`src/inc/pcr_pkg.sv`:
```
package pcr_pkg;

  // Command codes and arguments
  localparam logic [7:0] CMD_PROBE_ARM  = 8'h6C;
  localparam logic [7:0] CMD_SOFT_RESET = 8'h72;
  localparam logic [7:0] RESET_SIG      = 8'hAA;
  localparam logic [7:0] SEL_PROBE_ZERO = 8'h01;
  localparam logic [7:0] SEL_PROBE_ONE  = 8'h02;

  // Shared memory offsets
  localparam logic [10:0] OFS_PROBE_EVENT   = 11'h000;
  localparam logic [10:0] OFS_PROBE_ECHO    = 11'h006;
  localparam logic [10:0] OFS_FB_STATUS     = 11'h009;
  localparam logic [10:0] OFS_FB_SOURCE     = 11'h00A;
  localparam logic [10:0] OFS_POS_FIRST     = 11'h0A7;
  localparam logic [10:0] OFS_POS_LAST      = 11'h0B6;
  localparam logic [10:0] OFS_HS_CARD       = 11'h0C8;
  localparam logic [10:0] OFS_HS_HOST       = 11'h0D0;
  localparam logic [10:0] OFS_IRQ_LOW       = 11'h3FE;
  localparam logic [10:0] OFS_IRQ_HIGH_A    = 11'h7EF;
  localparam logic [10:0] OFS_IRQ_HIGH_B    = 11'h7FE;

  // Field positions and values
  localparam int         FLAG_PROBE_BIT   = 1;
  localparam int         FLAG_RESET_BIT   = 4;
  localparam int         FLAG_FAULT_BIT   = 6;
  localparam logic [7:0] FLAG_RESET_MASK  = 8'h10;
  localparam logic [7:0] FB_OCCURRED      = 8'h01;
  localparam logic [7:0] HS_READY         = 8'h01;
  localparam logic [7:0] BYTE_RESET       = 8'h00;
  localparam logic [31:0] POS_RESET       = 32'h0000_0000;
  localparam int         AXES             = 4;
  localparam int         POS_BITS         = 32;

  typedef enum logic [1:0] {
    PRB_IDLE,
    PRB_ARMED,
    PRB_STOPPING
  } pcr_probe_state_type;

endpackage

```
`src/hw/pcr_cmd.sv`:
```
`timescale 1ns/10ps

// Notes on behaviour
// - Probe-arm command code 6Ch; first argument byte echoed to memory on interrupt.
// - Second argument picks the probe: 1 is input zero, 2 is input one.
// - Once armed, only the first falling edge on the chosen input counts.
// - On that edge stop all axes and latch every axis position.
// - Position handover uses a card handshake byte and a host handshake byte.
// - Probe interrupt is raised only once the axes have stopped.
// - Probe interrupt writes occurrence and source echo into two status bytes.
// - Probe interrupt sets flag bit 1 in the host flag bytes.
// - One probe armed at a time; a new arm replaces the old one.
// - Probe arming and index-pulse arming coexist without cancelling each other.
// - Reset command code 72h carries signature AAh in both argument bytes.
// - A valid reset returns probe, stop, position, status and handshake state to its power-up values.
// - Reset completion sets flag bit 4 in the host flag bytes.
// - Feedback fault records occurrence and source axes in two status bytes.
// - Feedback fault sets flag bit 6 in the host flag bytes.
// - Axis bytes are bit coded, bit zero axis one up to bit three.
module pcr_cmd (
  input  wire logic         ref_clk,
  input  wire logic         arst_n,
  input  wire logic         cmd_valid,
  input  wire logic [7:0]   cmd_code,
  input  wire logic [7:0]   cmd_arg_a,
  input  wire logic [7:0]   cmd_arg_b,
  input  wire logic         probe_input_zero,
  input  wire logic         probe_input_one,
  input  wire logic         axes_stopped,
  input  wire logic [127:0] actual_pos,
  input  wire logic         fb_fault_valid,
  input  wire logic [3:0]   fb_fault_axes,
  input  wire logic [10:0]  hp_addr,
  input  wire logic         hp_wr,
  input  wire logic         hp_rd,
  input  wire logic [7:0]   hp_wdata,
  output logic      [7:0]   hp_rdata,
  output logic              stop_all_axes,
  output logic              soft_reset_pulse,
  output logic              host_irq
);

  pcr_pkg::pcr_probe_state_type state_q;

  logic [1:0]  probe_fall;
  logic        cmd_arm;
  logic        cmd_rst;
  logic        arm_take;
  logic        edge_sel;
  logic        irq_evt;
  logic        soft_rst_q;
  logic        stop_q;
  logic [7:0]  arm_n_q;
  logic [7:0]  arm_m_q;
  logic [31:0] pos_q [pcr_pkg::AXES];
  logic [7:0]  probe_evt_q;
  logic [7:0]  probe_src_q;
  logic [7:0]  fb_stat_q;
  logic [7:0]  fb_src_q;
  logic [7:0]  hs_card_q;
  logic [7:0]  hs_host_q;
  logic [7:0]  flag_lo_q;
  logic [7:0]  flag_a_q;
  logic [7:0]  flag_b_q;
  logic [7:0]  rdata_q;
  logic [7:0]  set_lo;
  logic [7:0]  set_a;
  logic [7:0]  set_b;

  pcr_probe_sync u_sync (
    .ref_clk (ref_clk),
    .arst_n  (arst_n),
    .pin_in  ({probe_input_one, probe_input_zero}),
    .level   (),
    .fall    (probe_fall)
  );

  // Host byte read of the captured position block, little endian per axis
  function automatic logic [7:0] pos_byte(input logic [10:0] addr);
    logic [10:0] idx;
    logic [31:0] word;
    idx  = addr - pcr_pkg::OFS_POS_FIRST;
    word = pos_q[idx[3:2]];
    case (idx[1:0])
      2'h0:    pos_byte = word[7:0];
      2'h1:    pos_byte = word[15:8];
      2'h2:    pos_byte = word[23:16];
      default: pos_byte = word[31:24];
    endcase
  endfunction

  // Command decode
  assign cmd_arm = cmd_valid && (cmd_code == pcr_pkg::CMD_PROBE_ARM)
                   && ((cmd_arg_b == pcr_pkg::SEL_PROBE_ZERO) || (cmd_arg_b == pcr_pkg::SEL_PROBE_ONE));
  assign cmd_rst = cmd_valid && (cmd_code == pcr_pkg::CMD_SOFT_RESET)
                   && (cmd_arg_a == pcr_pkg::RESET_SIG) && (cmd_arg_b == pcr_pkg::RESET_SIG);
  assign arm_take = cmd_arm && (state_q != pcr_pkg::PRB_STOPPING);
  assign edge_sel = (arm_m_q == pcr_pkg::SEL_PROBE_ZERO) ? probe_fall[0] : probe_fall[1];
  assign irq_evt  = (state_q == pcr_pkg::PRB_STOPPING) && axes_stopped && !soft_rst_q;

  // Soft reset strobe, one cycle after a valid command
  always_ff @(posedge ref_clk or negedge arst_n) begin
    if (!arst_n) begin
      soft_rst_q <= 1'b0;
    end else begin
      soft_rst_q <= cmd_rst;
    end
  end

  // Probe sequencer; index-pulse arming lives elsewhere and is never touched here
  always_ff @(posedge ref_clk or negedge arst_n) begin
    if (!arst_n) begin
      state_q <= pcr_pkg::PRB_IDLE;
    end else if (soft_rst_q) begin
      state_q <= pcr_pkg::PRB_IDLE;
    end else begin
      case (state_q)
        pcr_pkg::PRB_IDLE: begin
          if (arm_take) begin
            state_q <= pcr_pkg::PRB_ARMED;
          end
        end
        pcr_pkg::PRB_ARMED: begin
          if (arm_take) begin
            state_q <= pcr_pkg::PRB_ARMED;
          end else if (edge_sel) begin
            state_q <= pcr_pkg::PRB_STOPPING;
          end
        end
        pcr_pkg::PRB_STOPPING: begin
          if (axes_stopped) begin
            state_q <= pcr_pkg::PRB_IDLE;
          end
        end
        default: begin
          state_q <= pcr_pkg::PRB_IDLE;
        end
      endcase
    end
  end

  // Armed arguments; a new arm outside PRB_STOPPING overwrites the previous source
  always_ff @(posedge ref_clk or negedge arst_n) begin
    if (!arst_n) begin
      arm_n_q <= pcr_pkg::BYTE_RESET;
      arm_m_q <= pcr_pkg::BYTE_RESET;
    end else if (soft_rst_q) begin
      arm_n_q <= pcr_pkg::BYTE_RESET;
      arm_m_q <= pcr_pkg::BYTE_RESET;
    end else if (arm_take) begin
      arm_n_q <= cmd_arg_a;
      arm_m_q <= cmd_arg_b;
    end
  end

  // Stop request held until every axis reports standstill
  always_ff @(posedge ref_clk or negedge arst_n) begin
    if (!arst_n) begin
      stop_q <= 1'b0;
    end else if (soft_rst_q) begin
      stop_q <= 1'b0;
    end else if ((state_q == pcr_pkg::PRB_ARMED) && !arm_take && edge_sel) begin
      stop_q <= 1'b1;
    end else if (axes_stopped) begin
      stop_q <= 1'b0;
    end
  end

  // Position latch for every axis at the probe edge
  generate
    for (genvar g = 0; g < pcr_pkg::AXES; g++) begin : g_pos
      always_ff @(posedge ref_clk or negedge arst_n) begin
        if (!arst_n) begin
          pos_q[g] <= pcr_pkg::POS_RESET;
        end else if (soft_rst_q) begin
          pos_q[g] <= pcr_pkg::POS_RESET;
        end else if ((state_q == pcr_pkg::PRB_ARMED) && !arm_take && edge_sel) begin
          pos_q[g] <= actual_pos[g*pcr_pkg::POS_BITS +: pcr_pkg::POS_BITS];
        end
      end
    end
  endgenerate

  // Probe status bytes
  always_ff @(posedge ref_clk or negedge arst_n) begin
    if (!arst_n) begin
      probe_evt_q <= pcr_pkg::BYTE_RESET;
      probe_src_q <= pcr_pkg::BYTE_RESET;
    end else if (soft_rst_q) begin
      probe_evt_q <= pcr_pkg::BYTE_RESET;
      probe_src_q <= pcr_pkg::BYTE_RESET;
    end else if (irq_evt) begin
      probe_evt_q <= arm_n_q;
      probe_src_q <= arm_m_q;
    end
  end

  // Feedback fault status bytes, source axes bit coded
  always_ff @(posedge ref_clk or negedge arst_n) begin
    if (!arst_n) begin
      fb_stat_q <= pcr_pkg::BYTE_RESET;
      fb_src_q  <= pcr_pkg::BYTE_RESET;
    end else if (soft_rst_q) begin
      fb_stat_q <= pcr_pkg::BYTE_RESET;
      fb_src_q  <= pcr_pkg::BYTE_RESET;
    end else if (fb_fault_valid) begin
      fb_stat_q <= pcr_pkg::FB_OCCURRED;
      fb_src_q  <= {4'h0, fb_fault_axes};
    end
  end

  // Capture handshake; a new capture wins over a host acknowledge
  always_ff @(posedge ref_clk or negedge arst_n) begin
    if (!arst_n) begin
      hs_card_q <= pcr_pkg::BYTE_RESET;
      hs_host_q <= pcr_pkg::BYTE_RESET;
    end else if (soft_rst_q) begin
      hs_card_q <= pcr_pkg::BYTE_RESET;
      hs_host_q <= pcr_pkg::BYTE_RESET;
    end else begin
      if (hp_wr && (hp_addr == pcr_pkg::OFS_HS_HOST)) begin
        hs_host_q <= hp_wdata;
      end
      if (irq_evt) begin
        hs_card_q <= pcr_pkg::HS_READY;
      end else if (hp_wr && (hp_addr == pcr_pkg::OFS_HS_HOST) && (hp_wdata != pcr_pkg::BYTE_RESET)) begin
        hs_card_q <= pcr_pkg::BYTE_RESET;
      end
    end
  end

  // Host flag sets
  always_comb begin
    set_lo = 8'h00;
    set_a  = 8'h00;
    set_b  = 8'h00;
    if (irq_evt) begin
      set_lo[pcr_pkg::FLAG_PROBE_BIT] = 1'b1;
      set_a[pcr_pkg::FLAG_PROBE_BIT]  = 1'b1;
    end
    if (fb_fault_valid) begin
      set_lo[pcr_pkg::FLAG_FAULT_BIT] = 1'b1;
      set_a[pcr_pkg::FLAG_FAULT_BIT]  = 1'b1;
    end
  end

  // Flag bytes clear on host read; sets in the same cycle survive
  always_ff @(posedge ref_clk or negedge arst_n) begin
    if (!arst_n) begin
      flag_lo_q <= pcr_pkg::BYTE_RESET;
      flag_a_q  <= pcr_pkg::BYTE_RESET;
      flag_b_q  <= pcr_pkg::BYTE_RESET;
    end else if (soft_rst_q) begin
      flag_lo_q <= pcr_pkg::FLAG_RESET_MASK;
      flag_a_q  <= pcr_pkg::BYTE_RESET;
      flag_b_q  <= pcr_pkg::FLAG_RESET_MASK;
    end else begin
      flag_lo_q <= ((hp_rd && (hp_addr == pcr_pkg::OFS_IRQ_LOW)) ? 8'h00 : flag_lo_q) | set_lo;
      flag_a_q  <= ((hp_rd && (hp_addr == pcr_pkg::OFS_IRQ_HIGH_A)) ? 8'h00 : flag_a_q) | set_a;
      flag_b_q  <= ((hp_rd && (hp_addr == pcr_pkg::OFS_IRQ_HIGH_B)) ? 8'h00 : flag_b_q) | set_b;
    end
  end

  // Host read port, unmapped bytes read zero
  always_ff @(posedge ref_clk or negedge arst_n) begin
    if (!arst_n) begin
      rdata_q <= pcr_pkg::BYTE_RESET;
    end else if (hp_rd) begin
      if ((hp_addr >= pcr_pkg::OFS_POS_FIRST) && (hp_addr <= pcr_pkg::OFS_POS_LAST)) begin
        rdata_q <= pos_byte(hp_addr);
      end else begin
        case (hp_addr)
          pcr_pkg::OFS_PROBE_EVENT: rdata_q <= probe_evt_q;
          pcr_pkg::OFS_PROBE_ECHO:  rdata_q <= probe_src_q;
          pcr_pkg::OFS_FB_STATUS:   rdata_q <= fb_stat_q;
          pcr_pkg::OFS_FB_SOURCE:   rdata_q <= fb_src_q;
          pcr_pkg::OFS_HS_CARD:     rdata_q <= hs_card_q;
          pcr_pkg::OFS_HS_HOST:     rdata_q <= hs_host_q;
          pcr_pkg::OFS_IRQ_LOW:     rdata_q <= flag_lo_q;
          pcr_pkg::OFS_IRQ_HIGH_A:  rdata_q <= flag_a_q;
          pcr_pkg::OFS_IRQ_HIGH_B:  rdata_q <= flag_b_q;
          default:                  rdata_q <= 8'h00;
        endcase
      end
    end
  end

  assign hp_rdata         = rdata_q;
  assign stop_all_axes    = stop_q;
  assign soft_reset_pulse = soft_rst_q;
  assign host_irq         = |{flag_lo_q, flag_a_q, flag_b_q};
endmodule

```
`src/hw/pcr_probe_sync.sv`:
```
`timescale 1ns/10ps

// Two-stage synchroniser per probe pin with falling-edge detect
module pcr_probe_sync (
  input  wire logic       ref_clk,
  input  wire logic       arst_n,
  input  wire logic [1:0] pin_in,
  output logic      [1:0] level,
  output logic      [1:0] fall
);

  logic [1:0] meta_q;
  logic [1:0] sync_q;
  logic [1:0] prev_q;

  always_ff @(posedge ref_clk or negedge arst_n) begin
    if (!arst_n) begin
      meta_q <= 2'h3;
      sync_q <= 2'h3;
      prev_q <= 2'h3;
    end else begin
      meta_q <= pin_in;
      sync_q <= meta_q;
      prev_q <= sync_q;
    end
  end

  assign level = sync_q;
  assign fall  = prev_q & ~sync_q;

endmodule

```
`config.mk`:
```
export PLATFORM = sky130hd
export DESIGN_NAME = pcr_cmd
export DESIGN_NICKNAME = d
export VERILOG_FILES = /design/src/inc/pcr_pkg.sv /design/src/hw/pcr_cmd.sv /design/src/hw/pcr_probe_sync.sv
export SDC_FILE = /design/constraint.sdc
export NUM_CORES = 1
export LEC_CHECK = 0
export BUFFER_PORTS_ARGS = -buffer_cell sky130_fd_sc_hd__clkbuf_2
export CAP_MARGIN = 10
export CORE_MARGIN = 8
export CORE_UTILIZATION = 45
export CTS_CLUSTER_SIZE = 25
export DETAILED_ROUTE_END_ITERATION = 12
export PLACE_DENSITY = 0.78
export SYNTH_ARGS = -nofsm -noshare
export SYNTH_HDL_FRONTEND = slang
export SYNTH_SLANG_ARGS = --single-unit
```
`constraint.sdc`:
```
create_clock -name ref_clk -period 2.35 [get_ports ref_clk]
set_input_delay 0.1175 -clock ref_clk [delete_from_list [all_inputs] [get_ports ref_clk]]
set_output_delay 0.1175 -clock ref_clk [all_outputs]
set_load 0.05 [all_outputs]
```
==> results.json, run 1 <==
{
  "status": "finished clean",
  "die-width_um": 166,
  "crit_path_end_kind": "flip-flop",
  "fin_setup_tns_ns": 0,
  "syn_avg_cell_area_um2": 10.1,
  "worstMarginPinSlew_ns": 1.14,
  "cp_slowest_cell": "or4b_1",
  "switching_share": 0.255,
  "cts.clk_slew.worst_paths_ns": 0.07,
  "ys_seq_elements": 198,
  "grt_pass1_wl_mm": 51.4,
  "ctsRootBufferMaster": "clkbuf_16",
  "p_comb_frac": 0.117,
  "drtIter0Drc": 849,
  "slew_headroom": 0.241,
  "cp.required_ns": 2.67,
  "fin_crit_ns": 2.21,
  "io_buffers": 194,
  "setup_viol": 0,
  "async_flop_share": 1.00,
  "yosysWarnings": 0,
  "ir_drop_mv": 0.485,
  "dr.pass1.iters": 7,
  "clock_latency_ns": 0.44,
  "clock_skew_ns": 0.0125,
  "max_stage_delay_ns": 0.57,
  "yosysUniqueCellTypes": 67,
  "hold_class": "in2reg",
  "clock_sinks": 198,
  "clock_tree.buffer_depth": 2,
  "dpl.hpwl_mm": 20.5,
  "grt_usage": 0.232,
  "slew_viol_final": 0,
  "fillers": 1715,
  "register_area_um2": 4960,
  "netlist.area_leader.share": 0.474,
  "grt_pass1_vias": 9512,
  "path_cells": "dlygate4sd3_1, clkbuf_2, or4b_1, nor4_4, a21oi_1, a22o_1",
  "vias": 9041,
  "area_delta_synth_final_pct": 34.3,
  "ant_nets": 0,
  "synth_area_leaders": "dfrtp_1 (47%), mux2i_1 (16%), nand2_1 (11%)",
  "antenna_found_initial": 1,
  "route.detailed.drc": 0,
  "seqPwrFrac": 0.476,
  "yosysMostFrequentCell": "nand2_1",
  "synth_top_cell_by_area": "dfrtp_1",
  "power_uw": 7280,
  "synth_edf_count": 0,
  "syn_area_um2": 10100,
  "multi_input_area_um2": 4770,
  "rsz0062_at_grt": "no",
  "worstPathArrival_ns": 2.53,
  "cap_viol_max_count": 0,
  "initial_core_util": 0.453,
  "routabilityCongestion": 0.902,
  "p_int_uw": 5430,
  "synthCells": 1001,
  "fin_nets": 1510,
  "layout-drive-gt1-share": 0.225,
  "io_pins": 195,
  "fmax_ghz": 0.453,
  "avgViaCountPerCell": 5.56,
  "fp.dieH_um": 166,
  "fp.dieArea_um2": 27600,
  "p_leak_uw": 0.00640,
  "p_sw_uw": 1850,
  "start_kind": "input port",
  "cts_tree": "yes",
  "crit_type": "in2reg",
  "netlist_top_cells_count": "nand2_1 (288), dfrtp_1 (192), mux2i_1 (157)",
  "synth_flop_cell": "dfrtp_1",
  "row_count": 55,
  "synth-seq-area-share": 0.490,
  "cts_setup_buffers": 0,
  "syn_nets": 1185,
  "globalRouteOverflowTotal": 0,
  "wl_per_cell_um": 19.7,
  "drt_wl_total_mm": 32.0,
  "h-tree-depth": 4,
  "p_per_area_nw_per_um2": 535,
  "cts_buffers": 17,
  "grt_max_degree": 165,
  "clock_power_share": 0.407,
  "critPathMaxFanout": 16,
  "fin_crit_sh": 0.940,
  "hold_viol_final": 0,
  "coreArea_um2": 22400
}
[per-stage QoR]
stage / util / std cells / hold WS [ns] / setup WS [ns] / instance area, um^2
2_1_floorplan: - / 1001 / -0.178 / 0.531 / 10100
3_3_place_gp: 0.511 / 1435 / 0.156 / 0.188 / 11400
3_5_place_dp: 0.511 / 1435 / 0.162 / 0.132 / 11400
4_1_cts: 0.607 / 1623 / 0.0176 / 0.119 / 13600
5_1_grt: 0.608 / 1625 / 0.0533 / 0.0189 / 13600
6_report: 0.608 / 1626 / 0.0381 / 0.141 / 13600
[what timing repair did]
action                                  in CTS  in global routing
endpoints found under the hold margin      213                  0
endpoints found under the setup margin       0                  6
hold buffers                               156                  0
gates resized for setup                      0                  3
[final timing paths]
path	start	end	slack (ns)	cells after the start
hold reg to reg	u_sync.meta_q[1]	u_sync.level[1]	0.36	0
max in group asynchronous	arst_n	flag_b_q[4]	1.23	3
setup / recovery	cmd_code[1]	arm_m_q[1]	0.14	6
hold / removal	axes_stopped	hs_card_q[0]	0.04	3
min in group asynchronous	arst_n	stop_all_axes	0.25	2
setup reg to reg	arm_m_q[6]	pos_q[75]	0.14	7
[layer usage]
layer  part of all wire  global-route usage  wire length, um
met4              0.040               0.106             1270
met1               0.42               0.295            13500
met2               0.48               0.382            15400
met5                  0                   0                0
met3              0.059              0.0411             1880
[flip-flops by register name, summed over array words and instances, names as in the netlist, 3 cells and up]
name	count
pos_q	128
hp_rdata	8
arm_m_q	8
fb_src_q	4
probe_src_q	8
probe_evt_q	8
flag_lo_q	3
hs_host_q	8
arm_n_q	8
[cell families after synthesis]
| group | share of synthesized area |
|---|---|
| XOR/XNOR | 0.00260 |
| multiplexers | 0.187 |
| buffers and inverters | 0.0415 |
| flip-flops | 0.490 |
| AND/OR/NAND/NOR | 0.181 |
| AO/OA/AOI/OAI | 0.0976 |
[power groups by stage]
stage	combinational [uW]	sequential, uW	clock [uW]
3_3_place_gp	622	3530	0
2_1_floorplan	243	3550	0
3_5_place_dp	629	3530	0
5_1_grt	919	3470	3130
6_report	853	3470	2960
4_1_cts	834	3460	2990
[cell type report]
type	instances	area share
clock inverters	12	0.00984
inverters	5	0.00175
flip-flops and latches	198	0.365
repair buffers	384	0.213
diodes	2	0.000368
well taps	285	0.0262
multi-input cells	720	0.350
clock buffers	20	0.0336
[worst max-delay path: cells and delay by family]
kind | cells | cell delay (ns)
AND/OR/NAND/NOR | 2 | 1.00
AO/OA/AOI/OAI | 2 | 0.77
buffers and inverters | 2 | 0.64
[cell usage in the layout (no fill, tap or decap), drive strengths merged, types with 12 or more instances in the layout]
cell / count
nand2: 289
clkbuf: 213
dfrtp: 192
mux2i: 157
dlygate4sd3: 156
buf: 35
a22o: 32
nor2: 32
nand3: 19
a21oi: 18
mux4: 12
nor3: 12
inv: 12
Note: power is estimated with default switching activity, not from simulation.
==> inputs of run 2 (changes only) <==
- CORE_UTILIZATION: 45 -> 44
- PLACE_DENSITY: 0.78 -> 0.77
==> results.json, run 2 (same netlist as run 1, synthesis figures left out) <==
{
  "status": "finished clean",
  "finalInstanceArea_um2": 13600,
  "worstMarginPinSlew_ns": 1.11,
  "slew_headroom": 0.258,
  "crit_buf_inv": 2,
  "critPathMaxFanout": 24,
  "cp.required_ns": 2.68,
  "cts_buffers": 17,
  "start_kind": "flip-flop",
  "clock_skew_ns": 0.0125,
  "max_stage_delay_ns": 0.40,
  "multi_input_area_um2": 4760,
  "routed.top_layer": "met4",
  "coreArea_um2": 22600,
  "ant_nets": 0,
  "register_area_um2": 4960,
  "largest_reg_flops": 128,
  "fin_nets": 1505,
  "fin_crit_ns": 2.26,
  "cts_setup_buffers": 0,
  "grt_pass1_wl_mm": 50.3,
  "initial_core_util": 0.447,
  "globalRouteOverflowTotal": 0,
  "top_register": "pos_q",
  "clock_latency_ns": 0.44,
  "hold_viol_final": 0,
  "cts_tree": "yes",
  "grt_usage": 0.225,
  "ir_drop_mv": 0.357,
  "row_count": 55,
  "area_delta_synth_final_pct": 34.4,
  "clock_sinks": 198,
  "fp.dieArea_um2": 28100,
  "wl_met1_mm": 13.0,
  "worstPathArrival_ns": 2.59,
  "h-tree-depth": 4,
  "fin_setup_tns_ns": 0,
  "placed_area_um2": 11400,
  "holdWs_ns": 0.0565,
  "wl_per_cell_um": 19.6,
  "ctsRootBufferMaster": "clkbuf_16",
  "rsz0062_at_grt": "no",
  "path_cells": "nor4_1, and4b_1, o21ai_0, nor3_4, buf_12, buf_12, mux2i_2",
  "fp.dieH_um": 168,
  "wl_met3_mm": 2.02,
  "vias": 9002,
  "p_per_area_nw_per_um2": 545,
  "route.detailed.drc": 0,
  "io_buffers": 194,
  "drtIter0Drc": 837,
  "dr.pass1.iters": 5,
  "cp_slowest_cell": "dfrtp_1",
  "avgViaCountPerCell": 5.55,
  "final_cell_mix": "nand2_1 (288), dfrtp_1 (192), clkbuf_2 (192)",
  "fin_crit_sh": 0.962,
  "grt_max_degree": 165,
  "crit_path_end_kind": "flip-flop",
  "setup_viol": 0,
  "routabilityCongestion": 0.948,
  "clock_tree.buffer_depth": 2,
  "wl_met2_mm": 15.3,
  "dpl.hpwl_mm": 20.8,
  "antenna_found_initial": 2,
  "p_leak_uw": 0.00639,
  "slew_viol_final": 0,
  "fmax_ghz": 0.442,
  "final_common_cell": "nand2_1",
  "layout-drive-gt1-share": 0.219,
  "hold_class": "in2reg",
  "fillers": 1782,
  "crit_top_cell": "buf_12",
  "cp_top_family": "simple AND/OR/NAND/NOR gates",
  "drt_wl_total_mm": 31.7,
  "grt_pass1_vias": 9259,
  "io_pins": 195,
  "cap_viol_max_count": 0,
  "cts.clk_slew.worst_paths_ns": 0.07,
  "crit_type": "reg2reg",
  "die-width_um": 168
}
[run 2: cell count changes in the layout (fill, tap and decap cells not counted), sizes merged]
| cell | before | now |
|---|---|---|
| clkbuf | 213 | 214 |
| buf | 35 | 30 |
| inv | 12 | 6 |
| clkinvlp | 2 | 3 |
| clkinv | 2 | 3 |
| bufinv | 1 | 4 |
[run 2: path summary, 6_finish.rpt]
check	from	end	depth (start not counted)	slack (ns)
min in group asynchronous	arst_n	stop_all_axes	2	0.31
max in group asynchronous	arst_n	pos_q[78]	3	1.28
hold / removal	hp_wr	hs_host_q[0]	3	0.06
setup / recovery	arm_m_q[6]	pos_q[10]	7	0.09
setup reg to reg	arm_m_q[6]	pos_q[10]	7	0.09
hold reg to reg	u_sync.meta_q[0]	u_sync.level[0]	0	0.36
[run 2: where the power goes]
| group | switching (uW) | internal [uW] | leakage [uW] | total (uW) |
|---|---|---|---|---|
| registers | 25.3 | 3440 | 0.00270 | 3470 |
| clock network | 1310 | 1790 | 0.000288 | 3100 |
| logic | 430 | 421 | 0.00340 | 851 |
[run 2: repair_timing]
action                                 4_1_cts  5_1_grt
resized for setup                            0        2
hold buffers                               156        0
setup endpoints to repair                    0       40
endpoints found under the hold margin      235        0
[run 2: per-layer routing]
metal  global-route usage  vias to the layer above
li1                     -                     4163
met2                0.372                      385
met3               0.0390                       96
met4                0.108                        0
met1                0.283                     4358
met5                    0                        -
[run 2: worst min-delay path: cells and delay by family]
family          cells  cell delay [ns]
simple gates        1             0.11
compound gates      1             0.05
buf+inv             1             0.16
[run 2: stage by stage]
stage	util	cells	power, uW	worst slack (ns)
after floorplan	-	1001	3800	0.531
after global routing	0.601	1621	7660	0.0220
after detailed placement	0.504	1429	4160	0.105
after global placement	0.504	1429	4160	0.144
after CTS	0.600	1617	7450	0.0912
final	0.601	1621	7420	0.0892
[run 2: cell type report]
class | count | share of cell area
Antenna cell | 2 | 0.000368
Clock buffer | 21 | 0.0324
Clock inverter | 11 | 0.0128
Inverter | 5 | 0.00175
Multi-Input combinational cell | 720 | 0.350
Sequential cell | 198 | 0.365
Tap cell | 285 | 0.0262
Timing Repair Buffer | 379 | 0.212
